**config.mk**
```make
export PLATFORM = sky130hd
export DESIGN_NAME = rdct_timer
export DESIGN_NICKNAME = d
export VERILOG_FILES = /design/src/core/rdct_pkg.sv /design/src/core/rdct_timer.sv
export VERILOG_INCLUDE_DIRS = /design/src /design/src/core
export SDC_FILE = /design/constraint.sdc
export NUM_CORES = 1
export LEC_CHECK = 0
export ABC_AREA = 1
export BUFFER_PORTS_ARGS = -buffer_cell sky130_fd_sc_hd__buf_2
export CORE_UTILIZATION = 48
export DETAILED_ROUTE_END_ITERATION = 8
export PLACE_DENSITY = 0.79
export SYNTH_ARGS = -nofsm -noshare
export SYNTH_HDL_FRONTEND = slang
export SYNTH_SLANG_ARGS = --single-unit
```
**constraint.sdc**
```tcl
create_clock -name clk -period 1.4 [get_ports clk]
set_input_delay 0.07 -clock clk [delete_from_list [all_inputs] [get_ports clk]]
set_output_delay 0.07 -clock clk [all_outputs]
set_load 0.02 [all_outputs]
```
**src/core/rdct_defines.svh**
```systemverilog
`ifndef RDCT_DEFINES_SVH
`define RDCT_DEFINES_SVH

// ====================================================
// Register indices (byte address = 4 * index)
`define RDCT_IDX_FLAG 12'hF02
`define RDCT_IDX_ENABLE 12'hF12
`define RDCT_IDX_CNT_LO 12'hF24
`define RDCT_IDX_CNT_HI 12'hF25
`define RDCT_IDX_RLD_LO 12'hF26
`define RDCT_IDX_RLD_HI 12'hF27
`define RDCT_IDX_CTRL 12'hF78
`define RDCT_IDX_SRC 12'hF79

// ====================================================
// Field positions
`define RDCT_BIT_RUN 0
`define RDCT_BIT_RELOAD 1
`define RDCT_BIT_IRQ 0
`define RDCT_BIT_OUT_EN 3

// ====================================================
// Reset values
`define RDCT_SRC_RESET 4'h0
`define RDCT_RUN_RESET 1'h0

// ====================================================
// Timing
`define RDCT_CLK_HZ 10000000
`define RDCT_BASE_HZ 16384
`define RDCT_BASE_DIV (`RDCT_CLK_HZ / `RDCT_BASE_HZ)
`define RDCT_REJECT_MS 2
`define RDCT_ACCEPT_MS 4
`define RDCT_FILT_CYCLES (((`RDCT_REJECT_MS + `RDCT_ACCEPT_MS) * (`RDCT_CLK_HZ / 1000)) / 2)

`endif

```
**src/core/rdct_pkg.sv**
```systemverilog
// ====================================================
// Shared types of the reload down counter timer
package rdct_pkg;

  // Count source selection codes
  typedef enum logic [2:0] {
    SRC_EXT_FILT = 3'h0,
    SRC_EXT_DIRECT = 3'h1,
    SRC_256HZ = 3'h2,
    SRC_512HZ = 3'h3,
    SRC_1024HZ = 3'h4,
    SRC_2048HZ = 3'h5,
    SRC_4096HZ = 3'h6,
    SRC_8192HZ = 3'h7
  } rdct_src_t;

  // Bus answer state; the code doubles as waitrequest
  typedef enum logic {
    BUS_ANSWER = 1'h0,
    BUS_WAIT = 1'h1
  } rdct_bus_t;

  // Source select and output enable register
  typedef struct packed {
    logic sourceOutputEnable;
    rdct_src_t countSourceSelect;
  } rdct_srcsel_t;

endpackage

```
**src/core/rdct_timer.sv**
```systemverilog
// Function
// - Three-bit select picks one of eight sources
// - Output enable drives selected source to pin
// - Reload value held in two nibble registers
// - Reload on reload command or zero count
// - Reload zero divides by 256
// - Reload and count undefined after reset
// - Reload command bit writes one, reads zero
// - Reload while running resumes; stopped holds value
// - Run bit enables counting, resets to zero
// - Stopped counter keeps its value
// - Count nibbles are read-only
// - Interrupt enable bit, reset masked
// - Flag sets at zero regardless of enable
// - Decrement on falling source edge while running
// - Filtered input rejects 2 ms, accepts 4 ms
`timescale 1ns/100ps
`default_nettype none
`include "rdct_defines.svh"

module rdct_timer #(
  parameter int BASE_DIV = `RDCT_BASE_DIV,
  parameter int FILT_CYCLES = `RDCT_FILT_CYCLES
) (
  input wire logic clk, // 10 MHz clock
  input wire logic rst_b, // Synchronous reset, active low
  input wire logic [13:0] avs_address, // Byte address
  input wire logic avs_read, // Read request
  input wire logic avs_write, // Write request
  input wire logic [3:0] avs_byteenable, // Byte lanes
  input wire logic [31:0] avs_writedata, // Write data
  output logic [31:0] avs_readdata, // Read data
  output logic avs_waitrequest, // Stall, low for one answer cycle
  input wire logic extCountIn, // External count input
  output logic srcOutPin, // Selected source out
  output logic timerIrq // Interrupt request, level
);
  import rdct_pkg::*;

  localparam int PRE_W = $clog2(BASE_DIV + 1);
  localparam int FILT_W = $clog2(FILT_CYCLES + 1);

  // ====================================================
  // Bus slave
  rdct_bus_t busState_reg; // Answer state, is waitrequest
  rdct_bus_t busState_next;
  logic [31:0] readData_reg; // Captured read data
  logic [31:0] readData_next;
  logic [11:0] regIdx; // Register index
  logic accept; // Request taken this edge
  logic accWrite; // Write taken, low lane enabled
  logic accRead; // Read captured this edge

  assign regIdx = avs_address[13:2];
  assign accept = (busState_reg == BUS_ANSWER) && (avs_read || avs_write);
  assign accWrite = accept && avs_write && avs_byteenable[0];
  assign accRead = (busState_reg == BUS_WAIT) && avs_read;

  // ====================================================
  // Register state
  rdct_srcsel_t srcSel_reg; // Source select and output enable
  rdct_srcsel_t srcSel_next;
  logic run_reg; // Run control
  logic run_next;
  logic irqEn_reg; // Interrupt enable bit
  logic irqEn_next;
  logic irqFlag_reg; // Interrupt flag bit
  logic irqFlag_next;
  logic [7:0] reload_reg; // Reload value, no reset
  logic [7:0] reload_next;
  logic [7:0] count_reg; // Down counter, no reset
  logic [7:0] count_next;
  logic reloadCmd; // Reload command write
  logic zeroEvent; // Counter reached zero

  // ====================================================
  // Rate generator and source selection
  logic [PRE_W-1:0] pre_reg; // Prescaler to 16384 Hz ticks
  logic [PRE_W-1:0] pre_next;
  logic [5:0] div_reg; // Bit 0 is 8192 Hz, bit 5 is 256 Hz
  logic [5:0] div_next;
  logic srcLevel; // Selected source level
  logic srcPrev_reg; // Previous source level
  logic srcFall; // Falling edge of source
  logic srcOut_reg; // Output pin flop
  logic srcOut_next;
  logic irq_reg; // Interrupt flop
  logic irq_next;

  // ====================================================
  // Noise filter
  logic [FILT_W-1:0] stable_reg; // Cycles input stood unchanged
  logic [FILT_W-1:0] stable_next;
  logic extPrev_reg; // Previous input level
  logic filt_reg; // Filtered input level
  logic filt_next;

  // Bus state and read data next values
  always_comb begin
    busState_next = busState_reg;
    readData_next = readData_reg;
    case (busState_reg)
      BUS_WAIT: begin
        // Capture read data and open answer cycle
        if (avs_read || avs_write) begin
          busState_next = BUS_ANSWER;
          readData_next = 32'h0000_0000;
          case (regIdx)
            `RDCT_IDX_FLAG: readData_next[`RDCT_BIT_IRQ] = irqFlag_reg;
            `RDCT_IDX_ENABLE: readData_next[`RDCT_BIT_IRQ] = irqEn_reg;
            `RDCT_IDX_CNT_LO: readData_next[3:0] = count_reg[3:0];
            `RDCT_IDX_CNT_HI: readData_next[3:0] = count_reg[7:4];
            `RDCT_IDX_RLD_LO: readData_next[3:0] = reload_reg[3:0];
            `RDCT_IDX_RLD_HI: readData_next[3:0] = reload_reg[7:4];
            `RDCT_IDX_CTRL: readData_next[`RDCT_BIT_RUN] = run_reg;
            `RDCT_IDX_SRC: readData_next[3:0] = srcSel_reg;
            default: readData_next = 32'h0000_0000; // Unmapped reads zero
          endcase
        end
      end
      BUS_ANSWER: begin
        // One answer cycle, then stall again
        busState_next = BUS_WAIT;
      end
      default: busState_next = BUS_WAIT;
    endcase
  end

  // Bus state and read data registers
  always_ff @(posedge clk) begin
    if (!rst_b) begin
      busState_reg <= BUS_WAIT;
      readData_reg <= 32'h0000_0000;
    end else begin
      busState_reg <= busState_next;
      readData_reg <= readData_next;
    end
  end

  assign avs_waitrequest = busState_reg;
  assign avs_readdata = readData_reg;

  // Control register next values
  always_comb begin
    srcSel_next = srcSel_reg;
    run_next = run_reg;
    irqEn_next = irqEn_reg;
    reloadCmd = 1'b0;
    if (accWrite) begin
      case (regIdx)
        `RDCT_IDX_ENABLE: irqEn_next = avs_writedata[`RDCT_BIT_IRQ];
        `RDCT_IDX_CTRL: begin
          run_next = avs_writedata[`RDCT_BIT_RUN];
          reloadCmd = avs_writedata[`RDCT_BIT_RELOAD];
        end
        `RDCT_IDX_SRC: srcSel_next = rdct_srcsel_t'(avs_writedata[3:0]);
        default: begin
          // Flag, count and unused bits ignore writes
        end
      endcase
    end
  end

  // Control registers
  always_ff @(posedge clk) begin
    if (!rst_b) begin
      srcSel_reg <= rdct_srcsel_t'(`RDCT_SRC_RESET);
      run_reg <= `RDCT_RUN_RESET;
      irqEn_reg <= 1'b0;
    end else begin
      srcSel_reg <= srcSel_next;
      run_reg <= run_next;
      irqEn_reg <= irqEn_next;
    end
  end

  // Rate generator next values
  always_comb begin
    pre_next = pre_reg + PRE_W'(1);
    div_next = div_reg;
    if (pre_reg == PRE_W'(BASE_DIV - 1)) begin
      pre_next = '0;
      div_next = div_reg + 6'h01;
    end
  end

  // Source selection
  always_comb begin
    case (srcSel_reg.countSourceSelect)
      SRC_EXT_FILT: srcLevel = filt_reg;
      SRC_EXT_DIRECT: srcLevel = extCountIn;
      SRC_256HZ: srcLevel = div_reg[5];
      SRC_512HZ: srcLevel = div_reg[4];
      SRC_1024HZ: srcLevel = div_reg[3];
      SRC_2048HZ: srcLevel = div_reg[2];
      SRC_4096HZ: srcLevel = div_reg[1];
      SRC_8192HZ: srcLevel = div_reg[0];
      default: srcLevel = 1'b0;
    endcase
  end

  assign srcFall = srcPrev_reg && !srcLevel;
  assign srcOut_next = srcSel_reg.sourceOutputEnable && srcLevel;
  assign irq_next = irqFlag_reg && irqEn_reg;

  // Rate generator, edge history and output flops
  always_ff @(posedge clk) begin
    if (!rst_b) begin
      pre_reg <= '0;
      div_reg <= 6'h00;
      srcPrev_reg <= 1'b0;
      srcOut_reg <= 1'b0;
      irq_reg <= 1'b0;
    end else begin
      pre_reg <= pre_next;
      div_reg <= div_next;
      srcPrev_reg <= srcLevel;
      srcOut_reg <= srcOut_next;
      irq_reg <= irq_next;
    end
  end

  assign srcOutPin = srcOut_reg;
  assign timerIrq = irq_reg;

  // Noise filter: follows input only after it stood long enough
  always_comb begin
    filt_next = filt_reg;
    stable_next = stable_reg;
    if (extCountIn != extPrev_reg) begin
      stable_next = '0;
    end else if (stable_reg != FILT_W'(FILT_CYCLES)) begin
      stable_next = stable_reg + FILT_W'(1);
    end else begin
      filt_next = extCountIn;
    end
  end

  // Noise filter registers
  always_ff @(posedge clk) begin
    if (!rst_b) begin
      stable_reg <= '0;
      extPrev_reg <= 1'b0;
      filt_reg <= 1'b0;
    end else begin
      stable_reg <= stable_next;
      extPrev_reg <= extCountIn;
      filt_reg <= filt_next;
    end
  end

  // Counter, reload value and flag next values
  always_comb begin
    reload_next = reload_reg;
    count_next = count_reg;
    irqFlag_next = irqFlag_reg;
    zeroEvent = 1'b0;
    if (accWrite && regIdx == `RDCT_IDX_RLD_LO) begin
      reload_next[3:0] = avs_writedata[3:0];
    end
    if (accWrite && regIdx == `RDCT_IDX_RLD_HI) begin
      reload_next[7:4] = avs_writedata[3:0];
    end
    if (reloadCmd) begin
      count_next = reload_reg;
    end else if (run_reg && srcFall) begin
      // Decrement; reaching zero reloads, so zero reload wraps 256
      if (count_reg == 8'h01) begin
        count_next = reload_reg;
        zeroEvent = 1'b1;
      end else begin
        count_next = count_reg - 8'h01;
      end
    end
    // Read clears at the capture edge, so no set can slip in unseen
    // between capture and clear; a zero event in the same cycle wins
    if (accRead && regIdx == `RDCT_IDX_FLAG) begin
      irqFlag_next = 1'b0;
    end
    if (zeroEvent) begin
      irqFlag_next = 1'b1;
    end
  end

  // Flag register
  always_ff @(posedge clk) begin
    if (!rst_b) begin
      irqFlag_reg <= 1'b0;
    end else begin
      irqFlag_reg <= irqFlag_next;
    end
  end

  // Counter and reload data, left unreset
  always_ff @(posedge clk) begin
    reload_reg <= reload_next;
    count_reg <= count_next;
  end
endmodule // rdct_timer

`default_nettype wire

```
== Word level (Yosys, flattened, before mapping) ==
Cells that the tools add are included.
Widths: inputs -> output; s select.
Word-level totals
  register bits after elaboration: 64
  bits of input ports: 55
  output and inout bits: 35
  logic and storage cells: 83
Operators by class
  $add $sub $neg: 4
  eq/ne operators: 19
  mux-type cells: 15
  bitwise logic cells: 4
  reductions and logical operators: 23
Operators by type and width (count)
  $eq 12x12->1 const B: 8
  $mux 8: 3
  $pmux 1 s8: 2
  $add 15x1->15 const B: 1
  $ne 15x15->1 const B: 1
  $pmux 3 s5: 1
  $eq 3x3->1 const B: 4
  $logic_and 1x1->1: 11
  $add 10x1->10 const B: 1
  $eq 10x10->1 const B: 1
  $reduce_and 2->1: 5
  $eq 8x1->1 const B: 1
  $mux 1: 8
  $sub 8x1->8 const B: 1
  $add 6x1->6 const B: 1
  $eq 3x2->1 const B: 2
  $not 1->1: 4
  $reduce_bool 2->1: 2
  $reduce_or 2->1: 2
  $eq 3x1->1 const B: 1
  $logic_not 3->1: 1
  $pmux 1 s2: 1
  $logic_not 1->1: 1
  $logic_or 1x1->1: 1
  $ne 1x1->1: 1

== Depth between registers and ports, before layout ==
Gate-level depths: netlist (run 1).
  depth in word-level cells: 8
  mapped depth: 11

== Worst setup path after synthesis (run 1) ==
No wires, ideal clock.
  path type: register to register
  start point: register count_reg[4]
  end point: register count_reg[2] (data pin)
  setup time: 0.253 ns
  arrival: 1.149 ns
  path slack: -0.001 ns
  cell stages (with the launch flop): 8
  path buffers: 0
  clock period less this slack: 1.401 ns
  cell sequence: edfxtp_1 -> nor2_1 -> nor3b_1 -> nand2_1 -> nand2_2 -> inv_1 -> nor2_1 -> nor2_1
Between the ends
  word-level cells in the longest chain between the ends: 4
Ends and longest elaborated chain
  start: declaration: RTL line rdct_timer.sv:71  | logic [7:0] count_reg;
  start signal: assignment: RTL line rdct_timer.sv:297  | count_reg <= count_next;
  $eq 8x1->1: RTL line rdct_timer.sv:268  | if (count_reg == 8'h01) begin
  $mux 8: RTL line rdct_timer.sv:268
  $mux 8: RTL line rdct_timer.sv:266  | end else if (run_reg && srcFall) begin
  $mux 8: RTL line rdct_timer.sv:264  | if (reloadCmd) begin
  via count_next[2]: RTL line rdct_timer.sv:72  | logic [7:0] count_next;
The timed path passes the listed nets, and every way through them passes these cells. The select of a mux whose other input is x is not followed.
A chain may end at the register's enable or synchronous reset.

== Worst setup path in the final report (run 1) ==
  start point: register count_reg[0]
  end point: register count_reg[4] (data pin)
Between the ends
  word-level cells in the longest chain between the ends: 4
Ends and longest elaborated chain (RTL line)
  $sub 8x1->8 or $eq 8x1->1 (tied branches): rdct_timer.sv:272, rdct_timer.sv:268
  $mux 8 *: rdct_timer.sv:268
  $mux 8 *: rdct_timer.sv:266
  $mux 8 *: rdct_timer.sv:264
  via count_next[4]: rdct_timer.sv:72
Mark *: on every way through the listed nets, which the timed path passes. The rest lies on a longest branch. The select of a mux whose other input is x is not followed.

==> impl_metrics.yaml, run 1 <==
power_and_ir_drop:
  finalPower_uw: 4090
  seqPwrFrac: 0.484
  swShare: 0.262
  comb_power_share: 0.099
  p_per_area_nw_per_um2: 908
  leakagePower_uw: 0.00186
  peakVddDrop_mv: 0.567
  p_int_uw: 3020
  p_switching_uw: 1070
  p_clk_frac: 0.417
clocking:
  cts_tree: "done"
  cts.path.max_buffers: 2
  root_buffer: "clkbuf_8"
  clkTransAtPathRegs_ns: 0.09
  numCtsBuffers: 9
  clk_latency_ns: 0.36
  cts.sinks: 64
  htree_levels: 3
sta:
  rsz0062_at_grt: "true"
  hold_viol: 0
  fmax_ghz: 0.647
  post-route-min-period_ns: 1.54
  drv_slew: 0
  finClkSkew_ns: 0.0164
  setup_viol: 10
  period_share: 1.10
  setup_slack_ns: -0.145
yosys:
  syn_avg_cell_area_um2: 7.30
  synth_edf_count: 16
  synth_warnings: 0
  synth_top_area_frac: 0.278
  netlist_instances: 473
  synthArstFlopShare: 0
  syn_area_um2: 3450
  synth_cell_type_count: 30
  synth_area_leaders: "dfxtp_1, edfxtp_1, nand2_1"
  synth-main-ff-cell: "dfxtp_1"
  synth_top_cell_by_area: "dfxtp_1"
  synth_seq_cells: 64
  yosysSeqAreaShare: 0.417
die:
  die_h_um: 86.8
  chipWidth_um: 86.8
  die_area_um2: 7540
  coreArea_um2: 6870
  rows: 30
  start_util: 0.503
  ioPinCount: 90
cells_and_area:
  regArea_um2: 1450
  drive_gt1_frac: 0.306
  fillers: 572
  syn_to_final_growth_pct: 30.6
  largest_reg_flops: 15
  layoutNonFillerInstCount: 661
  antenna_cells: 0
  final_nets: 622
  multi_input_area_um2: 1910
critical_path:
  worst-setup-path-type: "reg -> reg"
  reg2reg_to: "count_reg[4]$_DFFE_PP_"
  worstPathCellList: "buf_6 -> inv_2 -> ha_1 -> nand3_1 -> xor2_1 -> o21ai_2"
  path_delay_family: "flip-flops"
  rrSetupSlack_ns: -0.14
  cpMaxStageDelayCell: "edfxtp_1"
  r2r_start: "count_reg[0]$_DFFE_PP_"
  cp.required_ns: 1.51
  crit_buf_inv: 2
  arrival_ns: 1.66
  cp_max_fo: 3
  reg2reg_depth: 6
  critPathMaxStageDelay_ns: 0.45
  end_kind: "flop"
  critPathLaunchType: "flop"
detailed_routing:
  via_per_inst: 5.11
  first_iter_violations: 246
  final_antenna_net_count: 0
  drtPass1Iterations: 5
  routedWlPerCell_um: 13.3
  num_vias: 3379
  drc: 0
  totalWireLength_um: 8790
grt:
  grt_pass1_vias: 2924
  antenna_found_initial: 0
  grt_max_degree: 21
  grt_pass1_wl_um: 12400
  grt.overflow.total: 0
  grt.total_usage: 0.214
placement:
  gp_congestion: 0.857
  portBuffers: 28
  hpwl_um: 5810
  place_inst: 630
run_status:
  violations: "setup timing"
  status: "finished, violations left"
worst_hold_path:
  hp-start: "rst_b"
  holdPathEnd: "avs_waitrequest$_SDFF_PN1_"
  hold_path_class: "in -> reg"
  hold_depth: 2
run:
  max-cap-violations: 0
==> power groups by stage <==
stage	Sequential [uW]	Combinational, uW	Clock (uW)
after global placement	2010	363	0
after global routing	1990	446	1800
final	1980	405	1710
after detailed placement	2010	372	0
after CTS	1970	387	1710
after floorplan	2020	269	0
==> cell families after synthesis <==
logic type      synth area share
flops                      0.417
compound gates             0.103
simple gates               0.289
other cells              0.00109
buf+inv                    0.134
xor+xnor                  0.0304
fa+ha+maj                 0.0254
==> area by class of cell <==
class | count | share of cell area
inverter | 62 | 0.0530
clock buffer | 10 | 0.0330
multi-input combinational | 343 | 0.424
timing repair inverter | 1 | 0.00166
timing repair buffer | 79 | 0.126
sequential | 64 | 0.322
clock inverter | 6 | 0.0144
tap | 96 | 0.0266
==> layer usage <==
metal	track usage	vias up	wire length [um]
met5	0	-	0
met4	0.0939	0	268
met3	0.0457	31	588
met2	0.371	151	4270
met1	0.254	1534	3660
li1	-	1663	-
==> synthesized netlist by cell type, types with 2 or more instances <==
library cell  count
buf_4            28
o21ai_0          32
nand3_1          33
a21oi_1          32
a31oi_1           2
dfxtp_1          48
nor3_1           10
clkbuf_1          2
xor2_1            9
nor3b_1           3
nand3_2           2
xnor2_1           3
nor2_1           55
nand2_1          96
ha_1              7
nand2_2           4
nand4_1          15
edfxtp_1         16
inv_1            61
nor2_2            3
o21ai_1           3
==> worst register-to-register path, delay by kind of cell, from the launching register on <==
kind | cells | cell delay [ns]
flops | 1 | 0.45
compound gates | 1 | 0.08
simple gates | 1 | 0.12
fa+ha+maj | 1 | 0.24
xor+xnor | 1 | 0.18
buf+inv | 2 | 0.25
==> what timing repair did <==
item                       4_1_cts  5_1_grt
pin swaps                        5       26
setup endpoints to repair       22       44
resized for setup               19       77
setup buffers                    4        5
hold endpoints to repair         9        0
hold buffers                     5        0
cloned                           0        1
==> layout by cell type (no fill, tap or decap), types with 16 or more instances in the layout <==
master,n
dfxtp_1,42
buf_2,28
conb_1,28
nor2_1,46
o21ai_0,24
inv_1,53
buf_4,40
nand2_1,78
nand3_1,23
edfxtp_1,16
nand2_2,21
a21oi_1,32
==> how the worst max path moves through the flow <==
| stage | from | to | slack (ns) | depth (start not counted) |
|---|---|---|---|---|
| 2_1_floorplan | srcSel_reg[1]$_SDFFE_PN0P_ | count_reg[0]$_DFFE_PP_ | 0.02 | 8 |
| 3_3_place_gp | count_reg[3]$_DFFE_PP_ | count_reg[2]$_DFFE_PP_ | -0.06 | 7 |
| 3_5_place_dp | count_reg[1]$_DFFE_PP_ | count_reg[2]$_DFFE_PP_ | -0.12 | 8 |
| 4_1_cts | count_reg[3]$_DFFE_PP_ | count_reg[2]$_DFFE_PP_ | -0.08 | 7 |
| 5_1_grt | count_reg[0]$_DFFE_PP_ | count_reg[5]$_DFFE_PP_ | -0.27 | 7 |
| 6_report | count_reg[0]$_DFFE_PP_ | count_reg[4]$_DFFE_PP_ | -0.14 | 6 |
==> per-stage QoR <==
| step | instance area, um^2 | TNS [ns] | hold slack [ns] | setup WS [ns] | utilization |
|---|---|---|---|---|---|
| after floorplan | 3560 | 0 | 0.163 | 0.0174 | - |
| after global placement | 3880 | -0.183 | 0.291 | -0.0551 | 0.565 |
| after detailed placement | 3880 | -0.889 | 0.289 | -0.119 | 0.565 |
| after CTS | 4210 | -1.06 | 0.0331 | -0.0802 | 0.613 |
| after global routing | 4510 | -2.44 | 0.0672 | -0.272 | 0.656 |
| final | 4510 | -0.933 | 0.0602 | -0.145 | 0.656 |
Power figures use the tool's default switching activity.
==> run 2, diff against run 1 <==
- CORE_UTILIZATION: 48 -> 53
- PLACE_DENSITY: 0.79 -> 0.83
- clock period: 1.4 -> 1.7 ns (I/O delays scaled with it)
==> impl_metrics.yaml, run 2 (synthesis gave the netlist of run 1 again) <==
detailed_routing:
  drtPass1Iterations: 4
  first_iter_violations: 147
  via_per_inst: 5.02
  drc: 0
  totalWireLength_um: 7040
  num_vias: 3035
  routedWlPerCell_um: 11.7
  final_antenna_net_count: 0
critical_path:
  arrival_ns: 1.68
  cpMaxStageDelayCell: "edfxtp_1"
  crit_buf_inv: 2
  cp_num_cells: 8
  reg2reg_depth: 8
  worstPathCellList: "inv_1 -> ha_1 -> nor3b_2 -> nand2_2 -> nand2_4 -> inv_1 -> nor2_1 -> nor2_1"
  critPathLaunchType: "flop"
  cp.required_ns: 1.80
  cp_max_fo: 8
  end_kind: "flop"
  worst-setup-path-type: "reg -> reg"
  critPathMaxStageDelay_ns: 0.39
  path_delay_family: "simple AND/OR/NAND/NOR gates"
placement:
  gp_congestion: 0.880
  place_inst: 582
  placed_cell_area_um2: 3630
  portBuffers: 28
  hpwl_um: 5360
clocking:
  clkTransAtPathRegs_ns: 0.07
  cts.sinks: 64
  cts.path.max_buffers: 2
  root_buffer: "clkbuf_8"
  cts_tree: "done"
  clk_latency_ns: 0.34
  numCtsBuffers: 9
  htree_levels: 3
cells_and_area:
  largest_reg_flops: 15
  fin_area_um2: 3910
  antenna_cells: 0
  fillers: 558
  drive_gt1_frac: 0.127
  multi_input_area_um2: 1680
  layoutNonFillerInstCount: 604
  final_nets: 584
  regArea_um2: 1440
  syn_to_final_growth_pct: 13.3
  layout_common_cells: "nand2_1, inv_1, nor2_1"
  final_common_cell: "nand2_1"
die:
  die_area_um2: 6840
  start_util: 0.547
  die_h_um: 82.7
  ioPinCount: 90
  rows: 29
  coreArea_um2: 6310
  chipWidth_um: 82.7
grt:
  grt_pass1_wl_um: 11200
  grt_max_degree: 14
  grt.total_usage: 0.219
  grt.overflow.total: 0
  antenna_found_initial: 0
  grt_pass1_vias: 2740
sta:
  post-route-min-period_ns: 1.59
  slew_headroom: 0.643
  whs_ns: 0.0479
  rsz0062_at_grt: "true"
  drv_slew: 0
  fmax_ghz: 0.630
  period_share: 0.933
  hold_viol: 0
  finClkSkew_ns: 0.00657
  worst_pin_slew_ns: 0.530
  setup_viol: 0
run_status:
  status: "complete, no violations"
run:
  max-cap-violations: 0
worst_hold_path:
  hold_path_class: "in -> reg"
  hold_depth: 3
power_and_ir_drop:
  leakagePower_uw: 0.00161
  peakVddDrop_mv: 0.723
  p_per_area_nw_per_um2: 808
run 2: changes by cell type in the layout (fill, tap and decap cells not counted), sizes merged:
cell and delta:
buf -37, clkbuf +2, clkinv +1, clkinvlp -3
inv -1
run 2: final timing paths:
check | start | slack (ns) | to
worst max register to register | count_reg[1]$_DFFE_PP_ | 0.11 | count_reg[2]$_DFFE_PP_
worst max-delay path | count_reg[1]$_DFFE_PP_ | 0.11 | count_reg[2]$_DFFE_PP_
worst min-delay path | rst_b | 0.05 | extPrev_reg$_SDFF_PN0_
worst min register to register | irqFlag_reg$_SDFFE_PN0P_ | 0.46 | timerIrq$_SDFF_PN0_
run 2: routing by layer:
metal | GRT usage | wire length [um] | part of all wire | up-vias
li1 | - | - | - | 1594
met1 | 0.254 | 3160 | 0.45 | 1356
met2 | 0.383 | 3450 | 0.49 | 72
met3 | 0.0593 | 317 | 0.045 | 13
met4 | 0.0828 | 112 | 0.016 | 0
met5 | 0 | 0 | 0 | -
run 2: tightest hold or removal path, stage by stage:
cell and delay (ns):
buf_2 0.15, nand2_1 0.07, inv_1 0.03
run 2: cell type report:
type,count,area share
multi-input combinational,343,0.429
sequential,64,0.369
timing repair buffer,42,0.0691
inverter,62,0.0595
clock buffer,12,0.0371
tap,77,0.0246
clock inverter,4,0.0115
run 2: metrics by stage:
stage	power (uW)	TNS, ns	worst slack [ns]	utilization
2_1_floorplan	1880	0	0.299	-
3_3_place_gp	1910	0	0.0807	0.576
3_5_place_dp	1920	0	0.0160	0.576
4_1_cts	3180	0	0.00285	0.612
5_1_grt	3300	-0.0142	-0.0142	0.620
6_report	3160	0	0.114	0.620
run 2: repair_timing:
| item | in CTS | in global routing |
|---|---|---|
| resized for setup | 0 | 8 |
| endpoints found under the hold margin | 7 | 2 |
| hold buffers | 4 | 1 |
| buffers inserted | 0 | 1 |
| endpoints found under the setup margin | 0 | 9 |
run 2: where the power goes:
part	leakage, uW	switching (uW)	internal, uW
sequential	0.000533	40.4	1590
combinational	0.000976	186	86.2
clock	0.000100	544	710
==> run 3, diff against run 2 <==
- CORE_UTILIZATION: 53 -> 55
- CTS_BUF_LIST: default -> sky130_fd_sc_hd__clkbuf_2
- PLACE_DENSITY: 0.83 -> 0.86
- TNS_END_PERCENT: default -> 1
==> impl_metrics.yaml, run 3 (synthesis gave the netlist of run 1 again) <==
detailed_routing:
  via_per_inst: 5.16
  first_iter_violations: 169
  drc: 0
  totalWireLength_um: 7240
  routedWlPerCell_um: 11.9
  drtPass1Iterations: 4
  num_vias: 3136
  final_antenna_net_count: 0
sta:
  setup_viol: 0
  post-route-min-period_ns: 1.63
  drv_slew: 0
  fin_tns_setup_ns: 0
  fmax_ghz: 0.613
  period_share: 0.960
  finClkSkew_ns: 0.0250
  whs_ns: 0.0735
  hold_viol: 0
critical_path:
  reg2reg_to: "count_reg[2]$_DFFE_PP_"
  worstPathCellList: "nor2_1 -> nor3b_2 -> nand2_1 -> nand2_4 -> inv_1 -> nor2_1 -> nor2_1"
  cp_max_fo: 8
  critPathLaunchType: "flop"
  reg2reg_depth: 7
  cp.required_ns: 1.98
  critPathMaxStageDelay_ns: 0.43
  worst-setup-path-type: "reg -> reg"
  arrival_ns: 1.91
  r2r_start: "count_reg[3]$_DFFE_PP_"
  cpMaxStageDelayCell: "edfxtp_1"
  end_kind: "flop"
  rrSetupSlack_ns: 0.07
  worst_path_most_repeated_cell: "nor2_1"
die:
  start_util: 0.576
  ioPinCount: 90
  rows: 28
  die_h_um: 81.2
  chipWidth_um: 81.2
  coreArea_um2: 5990
  die_area_um2: 6600
grt:
  grt_max_degree: 14
  grt_pass1_vias: 2789
  grt.overflow.total: 0
  grt_pass1_wl_um: 11500
  antenna_found_initial: 0
  grt.total_usage: 0.229
placement:
  place_inst: 580
  hpwl_um: 5310
  gp_congestion: 0.898
  portBuffers: 28
cells_and_area:
  layout_common_cells: "nand2_1, inv_1, nor2_1"
  largest_reg_flops: 15
  drive_gt1_frac: 0.129
  final_nets: 590
  antenna_cells: 0
  final_common_cell: "nand2_1"
  layoutNonFillerInstCount: 608
  syn_to_final_growth_pct: 13.6
run_status:
  status: "complete, no violations"
clocking:
  clk_latency_ns: 0.49
  cts.sinks: 64
  numCtsBuffers: 9
  htree_levels: 3
  cts_tree: "done"
  clkTransAtPathRegs_ns: 0.18
  cts.path.max_buffers: 2
  root_buffer: "clkbuf_2"
worst_hold_path:
  holdPathEnd: "irqEn_reg$_SDFFE_PN0P_"
  hp-start: "avs_address[5]"
  hold_depth: 6
  hold_path_class: "in -> reg"
power_and_ir_drop:
  leakagePower_uw: 0.00162
  p_per_area_nw_per_um2: 789
  peakVddDrop_mv: 0.447
run:
  max-cap-violations: 0
## run 3: cell type report
class / count / area, um^2
fillers: 492 / 2070
inverters: 62 / 233
clock inverters: 7 / 110
multi-input cells: 343 / 1670
well taps: 75 / 93.8
clock buffers: 9 / 45.0
flip-flops and latches: 64 / 1450
repair buffers: 48 / 328
## run 3: timing repair
action	4_1_cts	5_1_grt
setup endpoints to repair	0	10
gates resized for setup	0	9
buffers inserted	0	2
hold buffers	10	0
endpoints found under the hold margin	20	0
## run 3: metal layers
| layer | GRT usage | vias to the layer above | wire length (um) |
|---|---|---|---|
| met5 | 0 | - | 0 |
| met4 | 0.102 | 0 | 112 |
| met2 | 0.410 | 92 | 3570 |
| met3 | 0.0483 | 12 | 356 |
| met1 | 0.259 | 1431 | 3210 |
| li1 | - | 1601 | - |
## run 3: worst max path at each step
stage	from	end	slack, ns	depth (start not counted)
after global routing	count_reg[3]$_DFFE_PP_	count_reg[2]$_DFFE_PP_	-0.05	7
final	count_reg[3]$_DFFE_PP_	count_reg[2]$_DFFE_PP_	0.07	7
after CTS	count_reg[1]$_DFFE_PP_	count_reg[2]$_DFFE_PP_	0.02	8
after floorplan	count_reg[4]$_DFFE_PP_	count_reg[2]$_DFFE_PP_	0.30	7
after global placement	count_reg[3]$_DFFE_PP_	count_reg[2]$_DFFE_PP_	0.11	7
after detailed placement	count_reg[1]$_DFFE_PP_	count_reg[2]$_DFFE_PP_	0.04	8
## run 3: stage by stage
stage	utilization	cell area (um^2)	setup slack [ns]	total power (uW)
final	0.655	3920	0.0680	3100
after global routing	0.655	3920	-0.0531	3230
after CTS	0.649	3890	0.0203	3090
after detailed placement	0.606	3630	0.0391	1920
after global placement	0.606	3630	0.111	1910
after floorplan	-	3550	0.299	1880
## run 3: critical path, delay by kind of cell (launching register included)
| kind | cells | cell delay, ns |
|---|---|---|
| and+or+nand+nor | 6 | 0.88 |
| DFF | 1 | 0.43 |
| buffers and inverters | 1 | 0.10 |
## run 3: report_power, final
part | total (uW) | switching [uW] | leakage (uW) | internal [uW]
clock | 1180 | 555 | 0.0000870 | 622
combinational | 281 | 188 | 0.000998 | 93.0
sequential | 1640 | 40.3 | 0.000534 | 1600
